## config.mk

```make
export PLATFORM = sky130hd
export DESIGN_NAME = aecr_regs
export DESIGN_NICKNAME = d
export VERILOG_FILES = /design/src/hw/aecr_pkg.sv /design/src/hw/aecr_regs.sv /design/src/hw/aecr_sync.sv /design/src/hw/aecr_shifter.sv
export SDC_FILE = /design/constraint.sdc
export NUM_CORES = 1
export LEC_CHECK = 0
export BUFFER_PORTS_ARGS = -buffer_cell sky130_fd_sc_hd__buf_4
export CAP_MARGIN = 40
export CORE_UTILIZATION = 57
export CTS_CLUSTER_SIZE = 8
export DETAILED_ROUTE_END_ITERATION = 7
export PLACE_DENSITY = 0.77
export REMOVE_ABC_BUFFERS = 1
export SLEW_MARGIN = 30
export SYNTH_ARGS = -nofsm -noshare
export SYNTH_HDL_FRONTEND = slang
export SYNTH_SLANG_ARGS = --single-unit
```

## constraint.sdc

```tcl
create_clock -name clk -period 1.85 [get_ports clk]
set_clock_uncertainty 0.15 [all_clocks]
set_input_delay 0.0925 -clock clk [delete_from_list [all_inputs] [get_ports clk]]
set_output_delay 0.0925 -clock clk [all_outputs]
set_load 0.005 [all_outputs]
```

## src/hw/aecr_pkg.sv

```systemverilog
package aecr_pkg;

   localparam int FRAME_BITS = 32;
   localparam int HDR_BITS = 12;
   localparam logic [11:0] HDR_PATTERN = 12'h001;

   localparam logic [3:0] ADDR_I_GAIN = 4'h3;
   localparam logic [3:0] ADDR_EXT_SETUP = 4'h9;
   localparam logic [3:0] ADDR_Q_OFFSET = 4'ha;
   localparam logic [3:0] ADDR_Q_GAIN = 4'hb;
   localparam logic [3:0] ADDR_PHASE_FINE = 4'he;
   localparam logic [3:0] ADDR_PHASE_COARSE = 4'hf;

   localparam logic [15:0] RST_I_GAIN = 16'h807f;
   localparam logic [15:0] RST_EXT_SETUP = 16'h03ff;
   localparam logic [15:0] RST_Q_OFFSET = 16'h007f;
   localparam logic [15:0] RST_Q_GAIN = 16'h807f;
   localparam logic [15:0] RST_PHASE_FINE = 16'h00ff;
   localparam logic [15:0] RST_PHASE_COARSE = 16'h007f;

   localparam int GAIN_MSB = 15;
   localparam int GAIN_LSB = 7;
   localparam int OFS_MSB = 15;
   localparam int OFS_LSB = 8;
   localparam int OFS_SIGN = 7;
   localparam int FINE_MSB = 15;
   localparam int FINE_LSB = 8;
   localparam int POL_BIT = 15;
   localparam int COARSE_MSB = 14;
   localparam int COARSE_LSB = 10;
   localparam int INTER_MSB = 9;
   localparam int INTER_LSB = 7;
   localparam int EXT_PATTERN_BIT = 15;
   localparam int EXT_TERM_SKIP_BIT = 14;
   localparam int EXT_INTERLEAVE_BIT = 13;
   localparam int EXT_PICK_BIT = 12;
   localparam int EXT_LOWCLK_BIT = 10;

   typedef struct packed {
      logic pattern_output_enable;
      logic termination_trim_skip;
      logic interleave_sampling_enable;
      logic interleave_input_pick;
      logic low_clock_rate_tuning;
   } aecr_ext_s;

   typedef struct packed {
      logic [8:0] i_gain;
      logic [8:0] q_gain;
      logic [7:0] q_offset_mag;
      logic q_offset_negative;
      logic [7:0] phase_fine;
      logic sample_clock_invert;
      logic [4:0] phase_coarse;
      logic [2:0] phase_inter;
   } aecr_trim_s;

   typedef struct packed {
      logic valid;
      logic [3:0] addr;
      logic [15:0] data;
   } aecr_frame_s;

endpackage : aecr_pkg

```

## src/hw/aecr_regs.sv

```systemverilog
// Behaviour
// - I gain trim is unsigned nine-bit code in bits 15:7, linear.
// - Gain trim fields reset to 1_0000_0000, meaning no adjustment.
// - Gain changes act at once, no recalibration needed.
// - Extended bit 15 swaps converter outputs for the pattern generator.
// - Pattern generator works in every clocking and interleave mode.
// - Extended bit 14 skips termination trim and keeps data clock running.
// - Extended bit 13 interleaves both converters on one input.
// - Extended bit 12 picks I (0) or Q (1) input when interleaved.
// - Extended bit 10 tunes for input clocks below 900 MHz.
// - Q offset magnitude is eight bits 15:8, zero to about 45 mV.
// - Bit 7 sets offset sign: zero positive, one negative.
// - Q gain trim decodes exactly like I gain trim.
// - Fine phase is eight bits 15:8, zero to about 50 ps.
// - Coarse register bit 15 inverts sampling clock, resets to zero.
// - Coarse phase bits 14:10 add about 65 ps per step.
// - Intermediate phase bits 9:7 add about 11 ps per step.
// - Extended register at address 9, write-only, resets to 0x03ff.
// - Frame: 32 bits MSB first, header 0x001, address, sixteen data.
// - Bits sampled on shift clock rise while select is low.
// - Next frame may start on 33rd edge; contents survive power-down.
// - Registers ignored and frames refused outside extended mode.
`timescale 1ns/10ps
`default_nettype none
module aecr_regs
   import aecr_pkg::*;
(
   input wire logic clk,
   input wire logic rst_n,
   input wire logic extended_mode,
   input wire logic power_down,
   input wire logic serial_shift_clk,
   input wire logic serial_select_n,
   input wire logic serial_input_line,
   output aecr_ext_s ext_ctrl,
   output aecr_trim_s trim,
   output logic output_data_clock_keep,
   output logic frame_taken
);

   logic [3:0] pins_sync;
   logic mode_s;
   logic sclk_s;
   logic sel_n_s;
   logic serial_input_line_s;
   aecr_frame_s frame;

   logic [15:0] i_gain_trim_q;
   logic [15:0] extended_setup_q;
   logic [15:0] q_offset_trim_q;
   logic [15:0] q_gain_trim_q;
   logic [15:0] sample_phase_fine_q;
   logic [15:0] sample_phase_coarse_q;

   aecr_sync #(
      .WIDTH(4)
   ) u_sync (
      .clk(clk),
      .rst_n(rst_n),
      .async_in({extended_mode, serial_shift_clk, serial_select_n,
         serial_input_line}),
      .stable_out(pins_sync)
   );

   assign mode_s = pins_sync[3];
   assign sclk_s = pins_sync[2];
   assign sel_n_s = pins_sync[1];
   assign serial_input_line_s = pins_sync[0];

   // The mode pin is synchronised like the port pins, so a mode change
   // mid-frame cannot split one clock edge into two verdicts.
   aecr_shifter u_shift (
      .clk(clk),
      .rst_n(rst_n),
      .enable(mode_s),
      .select_n(sel_n_s),
      .shift_clk(sclk_s),
      .data_bit(serial_input_line_s),
      .frame(frame)
   );

   // Only mapped addresses store; reserved ones and the registers outside
   // this block drop the frame. Power-down does not touch contents.
   always_ff @(posedge clk or negedge rst_n) begin
      if (!rst_n) begin
         i_gain_trim_q <= RST_I_GAIN;
         extended_setup_q <= RST_EXT_SETUP;
         q_offset_trim_q <= RST_Q_OFFSET;
         q_gain_trim_q <= RST_Q_GAIN;
         sample_phase_fine_q <= RST_PHASE_FINE;
         sample_phase_coarse_q <= RST_PHASE_COARSE;
      end else if (frame.valid) begin
         unique case (frame.addr)
            ADDR_I_GAIN: i_gain_trim_q <= frame.data;
            ADDR_EXT_SETUP: extended_setup_q <= frame.data;
            ADDR_Q_OFFSET: q_offset_trim_q <= frame.data;
            ADDR_Q_GAIN: q_gain_trim_q <= frame.data;
            ADDR_PHASE_FINE: sample_phase_fine_q <= frame.data;
            ADDR_PHASE_COARSE: sample_phase_coarse_q <= frame.data;
            default: ;
         endcase
      end
   end

   always_ff @(posedge clk or negedge rst_n) begin
      if (!rst_n) begin
         frame_taken <= 1'b0;
      end else begin
         frame_taken <= frame.valid;
      end
   end

   // Controls reach the analog side one cycle after the store, with no
   // calibration request, so a gain change acts at once.
   // Outside extended mode every control reads as its reset value.
   always_ff @(posedge clk or negedge rst_n) begin
      if (!rst_n) begin
         ext_ctrl <= '0;
         trim <= '0;
         output_data_clock_keep <= 1'b0;
      end else if (!mode_s) begin
         ext_ctrl <= '0;
         trim <= '0;
         trim.i_gain <= RST_I_GAIN[GAIN_MSB:GAIN_LSB];
         trim.q_gain <= RST_Q_GAIN[GAIN_MSB:GAIN_LSB];
         output_data_clock_keep <= 1'b0;
      end else begin
         // Pattern select holds in every clocking mode.
         ext_ctrl.pattern_output_enable <=
            extended_setup_q[EXT_PATTERN_BIT];
         ext_ctrl.termination_trim_skip <=
            extended_setup_q[EXT_TERM_SKIP_BIT];
         ext_ctrl.interleave_sampling_enable <=
            extended_setup_q[EXT_INTERLEAVE_BIT];
         ext_ctrl.interleave_input_pick <=
            extended_setup_q[EXT_PICK_BIT];
         ext_ctrl.low_clock_rate_tuning <=
            extended_setup_q[EXT_LOWCLK_BIT];
         output_data_clock_keep <=
            extended_setup_q[EXT_TERM_SKIP_BIT];
         trim.i_gain <= i_gain_trim_q[GAIN_MSB:GAIN_LSB];
         trim.q_gain <= q_gain_trim_q[GAIN_MSB:GAIN_LSB];
         trim.q_offset_mag <= q_offset_trim_q[OFS_MSB:OFS_LSB];
         trim.q_offset_negative <= q_offset_trim_q[OFS_SIGN];
         trim.phase_fine <= sample_phase_fine_q[FINE_MSB:FINE_LSB];
         trim.sample_clock_invert <= sample_phase_coarse_q[POL_BIT];
         trim.phase_coarse <=
            sample_phase_coarse_q[COARSE_MSB:COARSE_LSB];
         trim.phase_inter <=
            sample_phase_coarse_q[INTER_MSB:INTER_LSB];
      end
   end

   // Low filler bits and bit 11 are stored but drive nothing; the host
   // keeps them as documented.
   logic unused_ok;
   assign unused_ok = power_down;

endmodule : aecr_regs
`default_nettype wire

```

## src/hw/aecr_sync.sv

```systemverilog
`timescale 1ns/10ps
`default_nettype none
module aecr_sync
   import aecr_pkg::*;
#(
   parameter int WIDTH = 3
) (
   input wire logic clk,
   input wire logic rst_n,
   input wire logic [WIDTH-1:0] async_in,
   output logic [WIDTH-1:0] stable_out
);

   // Three stages; a change counts once the second and third agree, so a
   // metastable first stage can never reach the frame logic.
   logic [WIDTH-1:0] s1_q;
   logic [WIDTH-1:0] s2_q;
   logic [WIDTH-1:0] s3_q;

   always_ff @(posedge clk or negedge rst_n) begin
      if (!rst_n) begin
         s1_q <= '0;
         s2_q <= '0;
         s3_q <= '0;
      end else begin
         s1_q <= async_in;
         s2_q <= s1_q;
         s3_q <= s2_q;
      end
   end

   genvar g;
   generate
      for (g = 0; g < WIDTH; g++) begin : g_agree
         always_ff @(posedge clk or negedge rst_n) begin
            if (!rst_n) begin
               stable_out[g] <= 1'b0;
            end else if (s2_q[g] == s3_q[g]) begin
               stable_out[g] <= s3_q[g];
            end
         end
      end
   endgenerate

endmodule : aecr_sync
`default_nettype wire

```

## src/hw/aecr_shifter.sv

```systemverilog
`timescale 1ns/10ps
`default_nettype none
module aecr_shifter
   import aecr_pkg::*;
(
   input wire logic clk,
   input wire logic rst_n,
   input wire logic enable,
   input wire logic select_n,
   input wire logic shift_clk,
   input wire logic data_bit,
   output aecr_frame_s frame
);

   logic sclk_prev_q;
   logic [FRAME_BITS-1:0] shreg_q;
   logic [5:0] count_q;
   logic rise;

   assign rise = shift_clk && !sclk_prev_q;

   always_ff @(posedge clk or negedge rst_n) begin
      if (!rst_n) begin
         sclk_prev_q <= 1'b0;
      end else begin
         sclk_prev_q <= shift_clk;
      end
   end

   // Bits are taken on the rising shift clock edge while selected.
   // Outside extended mode the port stays idle and holds its count at 0.
   always_ff @(posedge clk or negedge rst_n) begin
      if (!rst_n) begin
         shreg_q <= '0;
         count_q <= 6'h00;
      end else if (!enable || select_n) begin
         count_q <= 6'h00;
      end else if (rise) begin
         shreg_q <= {shreg_q[FRAME_BITS-2:0], data_bit};
         // A new frame starts on the 33rd edge without deselecting.
         if (count_q == 6'(FRAME_BITS - 1)) begin
            count_q <= 6'h00;
         end else begin
            count_q <= count_q + 6'h01;
         end
      end
   end

   // Frame reported only after the 32nd bit with a valid header.
   always_ff @(posedge clk or negedge rst_n) begin
      if (!rst_n) begin
         frame <= '0;
      end else begin
         frame.valid <= enable && !select_n && rise
            && count_q == 6'(FRAME_BITS - 1)
            && shreg_q[FRAME_BITS-2:FRAME_BITS-HDR_BITS-1]
               == HDR_PATTERN;
         frame.addr <= shreg_q[18:15];
         frame.data <= {shreg_q[14:0], data_bit};
      end
   end

endmodule : aecr_shifter
`default_nettype wire

```

==> out/qor.txt <==
Status = finished, final reports clean
Fraction of the yosys area taken by sequential cells = 0.724
Design Area, Final = 7180 um2
Minimum hold slack = 0.0709 ns
Most frequent cells in the layout = sky130_fd_sc_hd__dfrtp_1 (165), sky130_fd_sc_hd__mux2_2 (79), sky130_fd_sc_hd__buf_4 (70)
Layout cells sized above 1 = 0.424
Share of Yosys cell area claimed by the top area cell type = 0.715
Vias in the first global route = 3,078
Sum of overflow across all layers after global routing = 0
Synth cell types = 33
Placement Cell Area = 6500 um2
Met3 wirelength from detailed routing = 294 um
Internal power = 6120 uW
Post-CTS setup buffer count = 0
XOR/XNOR share of the synthesized area = 0.00152
Data arrival, critical path = 1.97 ns
Share of the synthesized area in compound gates (AO/OA/AOI/OAI) = 0.00758
Largest fanout on the critical path = 4
Class of the tightest hold or removal check = in2reg
Total count of hold-check failures in the final report = 0
Number of CTS-inserted buffers = 17
Combinational power share = 0.032
Top routing layer in use = met4
Yosys warning count = 0
Reg power frac = 0.494
Setup repair after global routing missed its margin = false
Largest area contributor in the synthesized netlist = sky130_fd_sc_hd__dfrtp_1
Count of unresolved DRC violations after routing = 0
Area of the die = 10,500 um2
Via density = 5.13
Number of standard-cell rows in the floorplan = 36
Mux contribution to synthesized area = 0.158
Aggregate negative setup slack = 0 ns
Global-route wire length before repair = 15,500 um
Total track usage = 0.202
Worst Tran Pin Value = 0.446 ns
Sum of met2 wire segment lengths after detailed routing = 4750 um
Vert. Die Dim = 103 um
Setup-violating endpoint count in the final report = 0
Wire length the detailed router placed on met1 = 3980 um
Synthesis-stage register bit count = 167
Filler Cell Count = 620
Type of destination of the critical path = flop
Total Nets Final = 450
Simple-gate area share of the yosys netlist = 0.0912
Area added between synthesis and finish = 24.4%
Crit Path Class = reg2reg
Worst-case vdd ir drop = 0.579 mV
Minimum clock period = 1.72 ns
Number of DRC violations after detailed-routing iteration 0 = 67
Slew HR = 0.702
Area inside the core boundary = 9820 um2
Number of antenna violations at the first check in global routing = 0
Clock latency of the later-clocked register in the worst-skew pair = 0.52 ns
Die Span X = 103 um
Number of instances in the synthesized netlist = 353
Net Switching = 1540 uW
Switching portion of total power = 0.202
Clock network fraction of total power = 0.473
Pin count of the biggest net entering global routing = 52
Setup crit start kind = flop
Clock root buffer = sky130_fd_sc_hd__clkbuf_8
Post-Synth Adder-Cell Area = 0.00910
Share of the clock period used by the worst path = 0.929
Total number of clock tree sinks = 167
Avg Synthesized Cell Area = 16.4 um2
Number of optimization iterations in the first detailed-route pass = 4
Post-CTS clock slew at the launch and capture registers of the worst setup and hold paths = 0.06 ns
GPL Wtd Cong = 0.762
H-tree Lvls = 4
Count of port buffers added during placement = 56
Most frequent standard cell in the layout excluding fill and tap cells = sky130_fd_sc_hd__dfrtp_1
Number of top-level pins = 58
Max clock buf depth = 2
Highest clock frequency the design can meet = 0.582 GHz
CTS tree = yes
Combinational family with the most area after synthesis = multiplexers
Leak pwr = 0.00364 uW
Max-capacitance violation count = 0
Post-CTS Resized = 0
Starting density of the core = 0.588
Power per cell area = 1070 nW/um2
Via count of the routed design = 3,016
Antenna violation net count after detailed routing = 0
WL/cell = 15.5 um
Netlist Area Pre-Place = 5780 um2
Half-perimeter wire length after detailed placement = 5640 um
Max-slew violations = 0
Cells taking the most area after synthesis = sky130_fd_sc_hd__dfrtp_1 (71%), sky130_fd_sc_hd__mux2_2 (15%), sky130_fd_sc_hd__and2_1 (5.1%)
Required time of the critical path = 2.10 ns
Diodes inserted = 0
Overall routed net length = 9140 um
layer usage:
layer | track usage | vias to the layer above
li1 | - | 1383
met1 | 0.256 | 1549
met2 | 0.332 | 72
met3 | 0.0569 | 12
met4 | 0.0780 | 0
met5 | 0 | -
flip-flops by register name (all words and copies together), names as in the netlist, 6 cells and up:
signal	flops
i_gain_trim_q	9
q_gain_trim_q	9
q_offset_trim_q	9
sample_phase_coarse_q	9
sample_phase_fine_q	8
trim	44
u_shift.count_q	6
u_shift.frame	14
u_shift.shreg_q	31
worst max-delay path, stage by stage, from the launching register on:
cell                       delay [ns]
sky130_fd_sc_hd__dfrtp_1         0.42
sky130_fd_sc_hd__nand3b_1        0.26
sky130_fd_sc_hd__nor3b_2         0.26
sky130_fd_sc_hd__buf_4           0.17
sky130_fd_sc_hd__mux2_2          0.34
timing repair:
action                                  4_1_cts  5_1_grt
endpoints found under the setup margin        0        0
hold endpoints to repair                    171        0
hold buffers                                  6        0
per-stage QoR:
| step | setup WS (ns) | util | power, uW | instances |
|---|---|---|---|---|
| floorplan | -2.83 | - | 3940 | 343 |
| global placement | 0.194 | 0.662 | 4080 | 550 |
| detailed placement | 0.163 | 0.662 | 4100 | 550 |
| CTS | 0.116 | 0.732 | 7730 | 588 |
| global route | 0.0448 | 0.732 | 7940 | 588 |
| finish | 0.131 | 0.732 | 7660 | 588 |
cells in the mapped netlist:
master and count:
sky130_fd_sc_hd__nand3b_1 2, sky130_fd_sc_hd__nand4_1 1, sky130_fd_sc_hd__or3_1 2, sky130_fd_sc_hd__nand2b_1 6, sky130_fd_sc_hd__a31oi_1 1, sky130_fd_sc_hd__mux2_2 79, sky130_fd_sc_hd__and2_1 47, sky130_fd_sc_hd__nand2_2 1
sky130_fd_sc_hd__nor4b_1 1, sky130_fd_sc_hd__or4_1 1, sky130_fd_sc_hd__a21oi_1 3, sky130_fd_sc_hd__xor2_1 1, sky130_fd_sc_hd__maj3_1 4, sky130_fd_sc_hd__nor3b_2 1, sky130_fd_sc_hd__nand3_1 3, sky130_fd_sc_hd__nor3b_1 1
sky130_fd_sc_hd__o21ai_0 3, sky130_fd_sc_hd__buf_4 4, sky130_fd_sc_hd__dfrtp_1 165, sky130_fd_sc_hd__nand2_1 3, sky130_fd_sc_hd__nor4b_4 1, sky130_fd_sc_hd__ha_1 1, sky130_fd_sc_hd__clkbuf_1 6, sky130_fd_sc_hd__mux2_1 1
sky130_fd_sc_hd__nor4bb_1 1, sky130_fd_sc_hd__nor3_1 1, sky130_fd_sc_hd__nand4b_1 1, sky130_fd_sc_hd__dfstp_2 2, sky130_fd_sc_hd__nor4_1 2, sky130_fd_sc_hd__mux2i_1 1, sky130_fd_sc_hd__nor2_2 4, sky130_fd_sc_hd__o211ai_1 1
sky130_fd_sc_hd__nor2_1 2
final cells by class:
cell class,count,area [um2],share of cell area
Sequential cell,167,4180,0.582
Multi-Input combinational cell,176,1560,0.217
Timing Repair Buffer,80,657,0.0914
Clock inverter,11,173,0.0240
Tap cell,133,166,0.0232
Clock buffer,21,449,0.0625
power by group through the flow:
stage | combinational [uW] | clock (uW) | sequential (uW)
5_1_grt | 282 | 3860 | 3800
3_5_place_dp | 245 | 0 | 3850
4_1_cts | 258 | 3690 | 3790
6_report | 247 | 3620 | 3790
3_3_place_gp | 237 | 0 | 3850
2_1_floorplan | 92.5 | 0 | 3850
logic make-up after synthesis:
logic type | after synthesis
compound gates | 8
xor+xnor | 1
fa+ha+maj | 5
buf+inv | 10
flops | 167
mux | 81
simple gates | 81
path summary, 6_finish.rpt:
| kind | from | to | slack (ns) | cells after the start |
|---|---|---|---|---|
| hold / removal | serial_select_n | u_sync.s1_q[1]$_DFF_PN0_ | 0.07 | 2 |
| setup / recovery | u_shift.frame[18]$_DFF_PN0_ | extended_setup_q[10]$_DFFE_PN0P_ | 0.13 | 4 |
| hold reg to reg | u_sync.s1_q[1]$_DFF_PN0_ | u_sync.s2_q[1]$_DFF_PN0_ | 0.20 | 0 |
| setup reg to reg | u_shift.frame[18]$_DFF_PN0_ | extended_setup_q[10]$_DFFE_PN0P_ | 0.13 | 4 |
| min in group asynchronous | rst_n | trim[21]$_DFF_PN0_ | 0.46 | 3 |
| max in group asynchronous | rst_n | trim[9]$_DFF_PN0_ | 0.42 | 4 |
No activity file was read; power rests on OpenSTA's default activity.
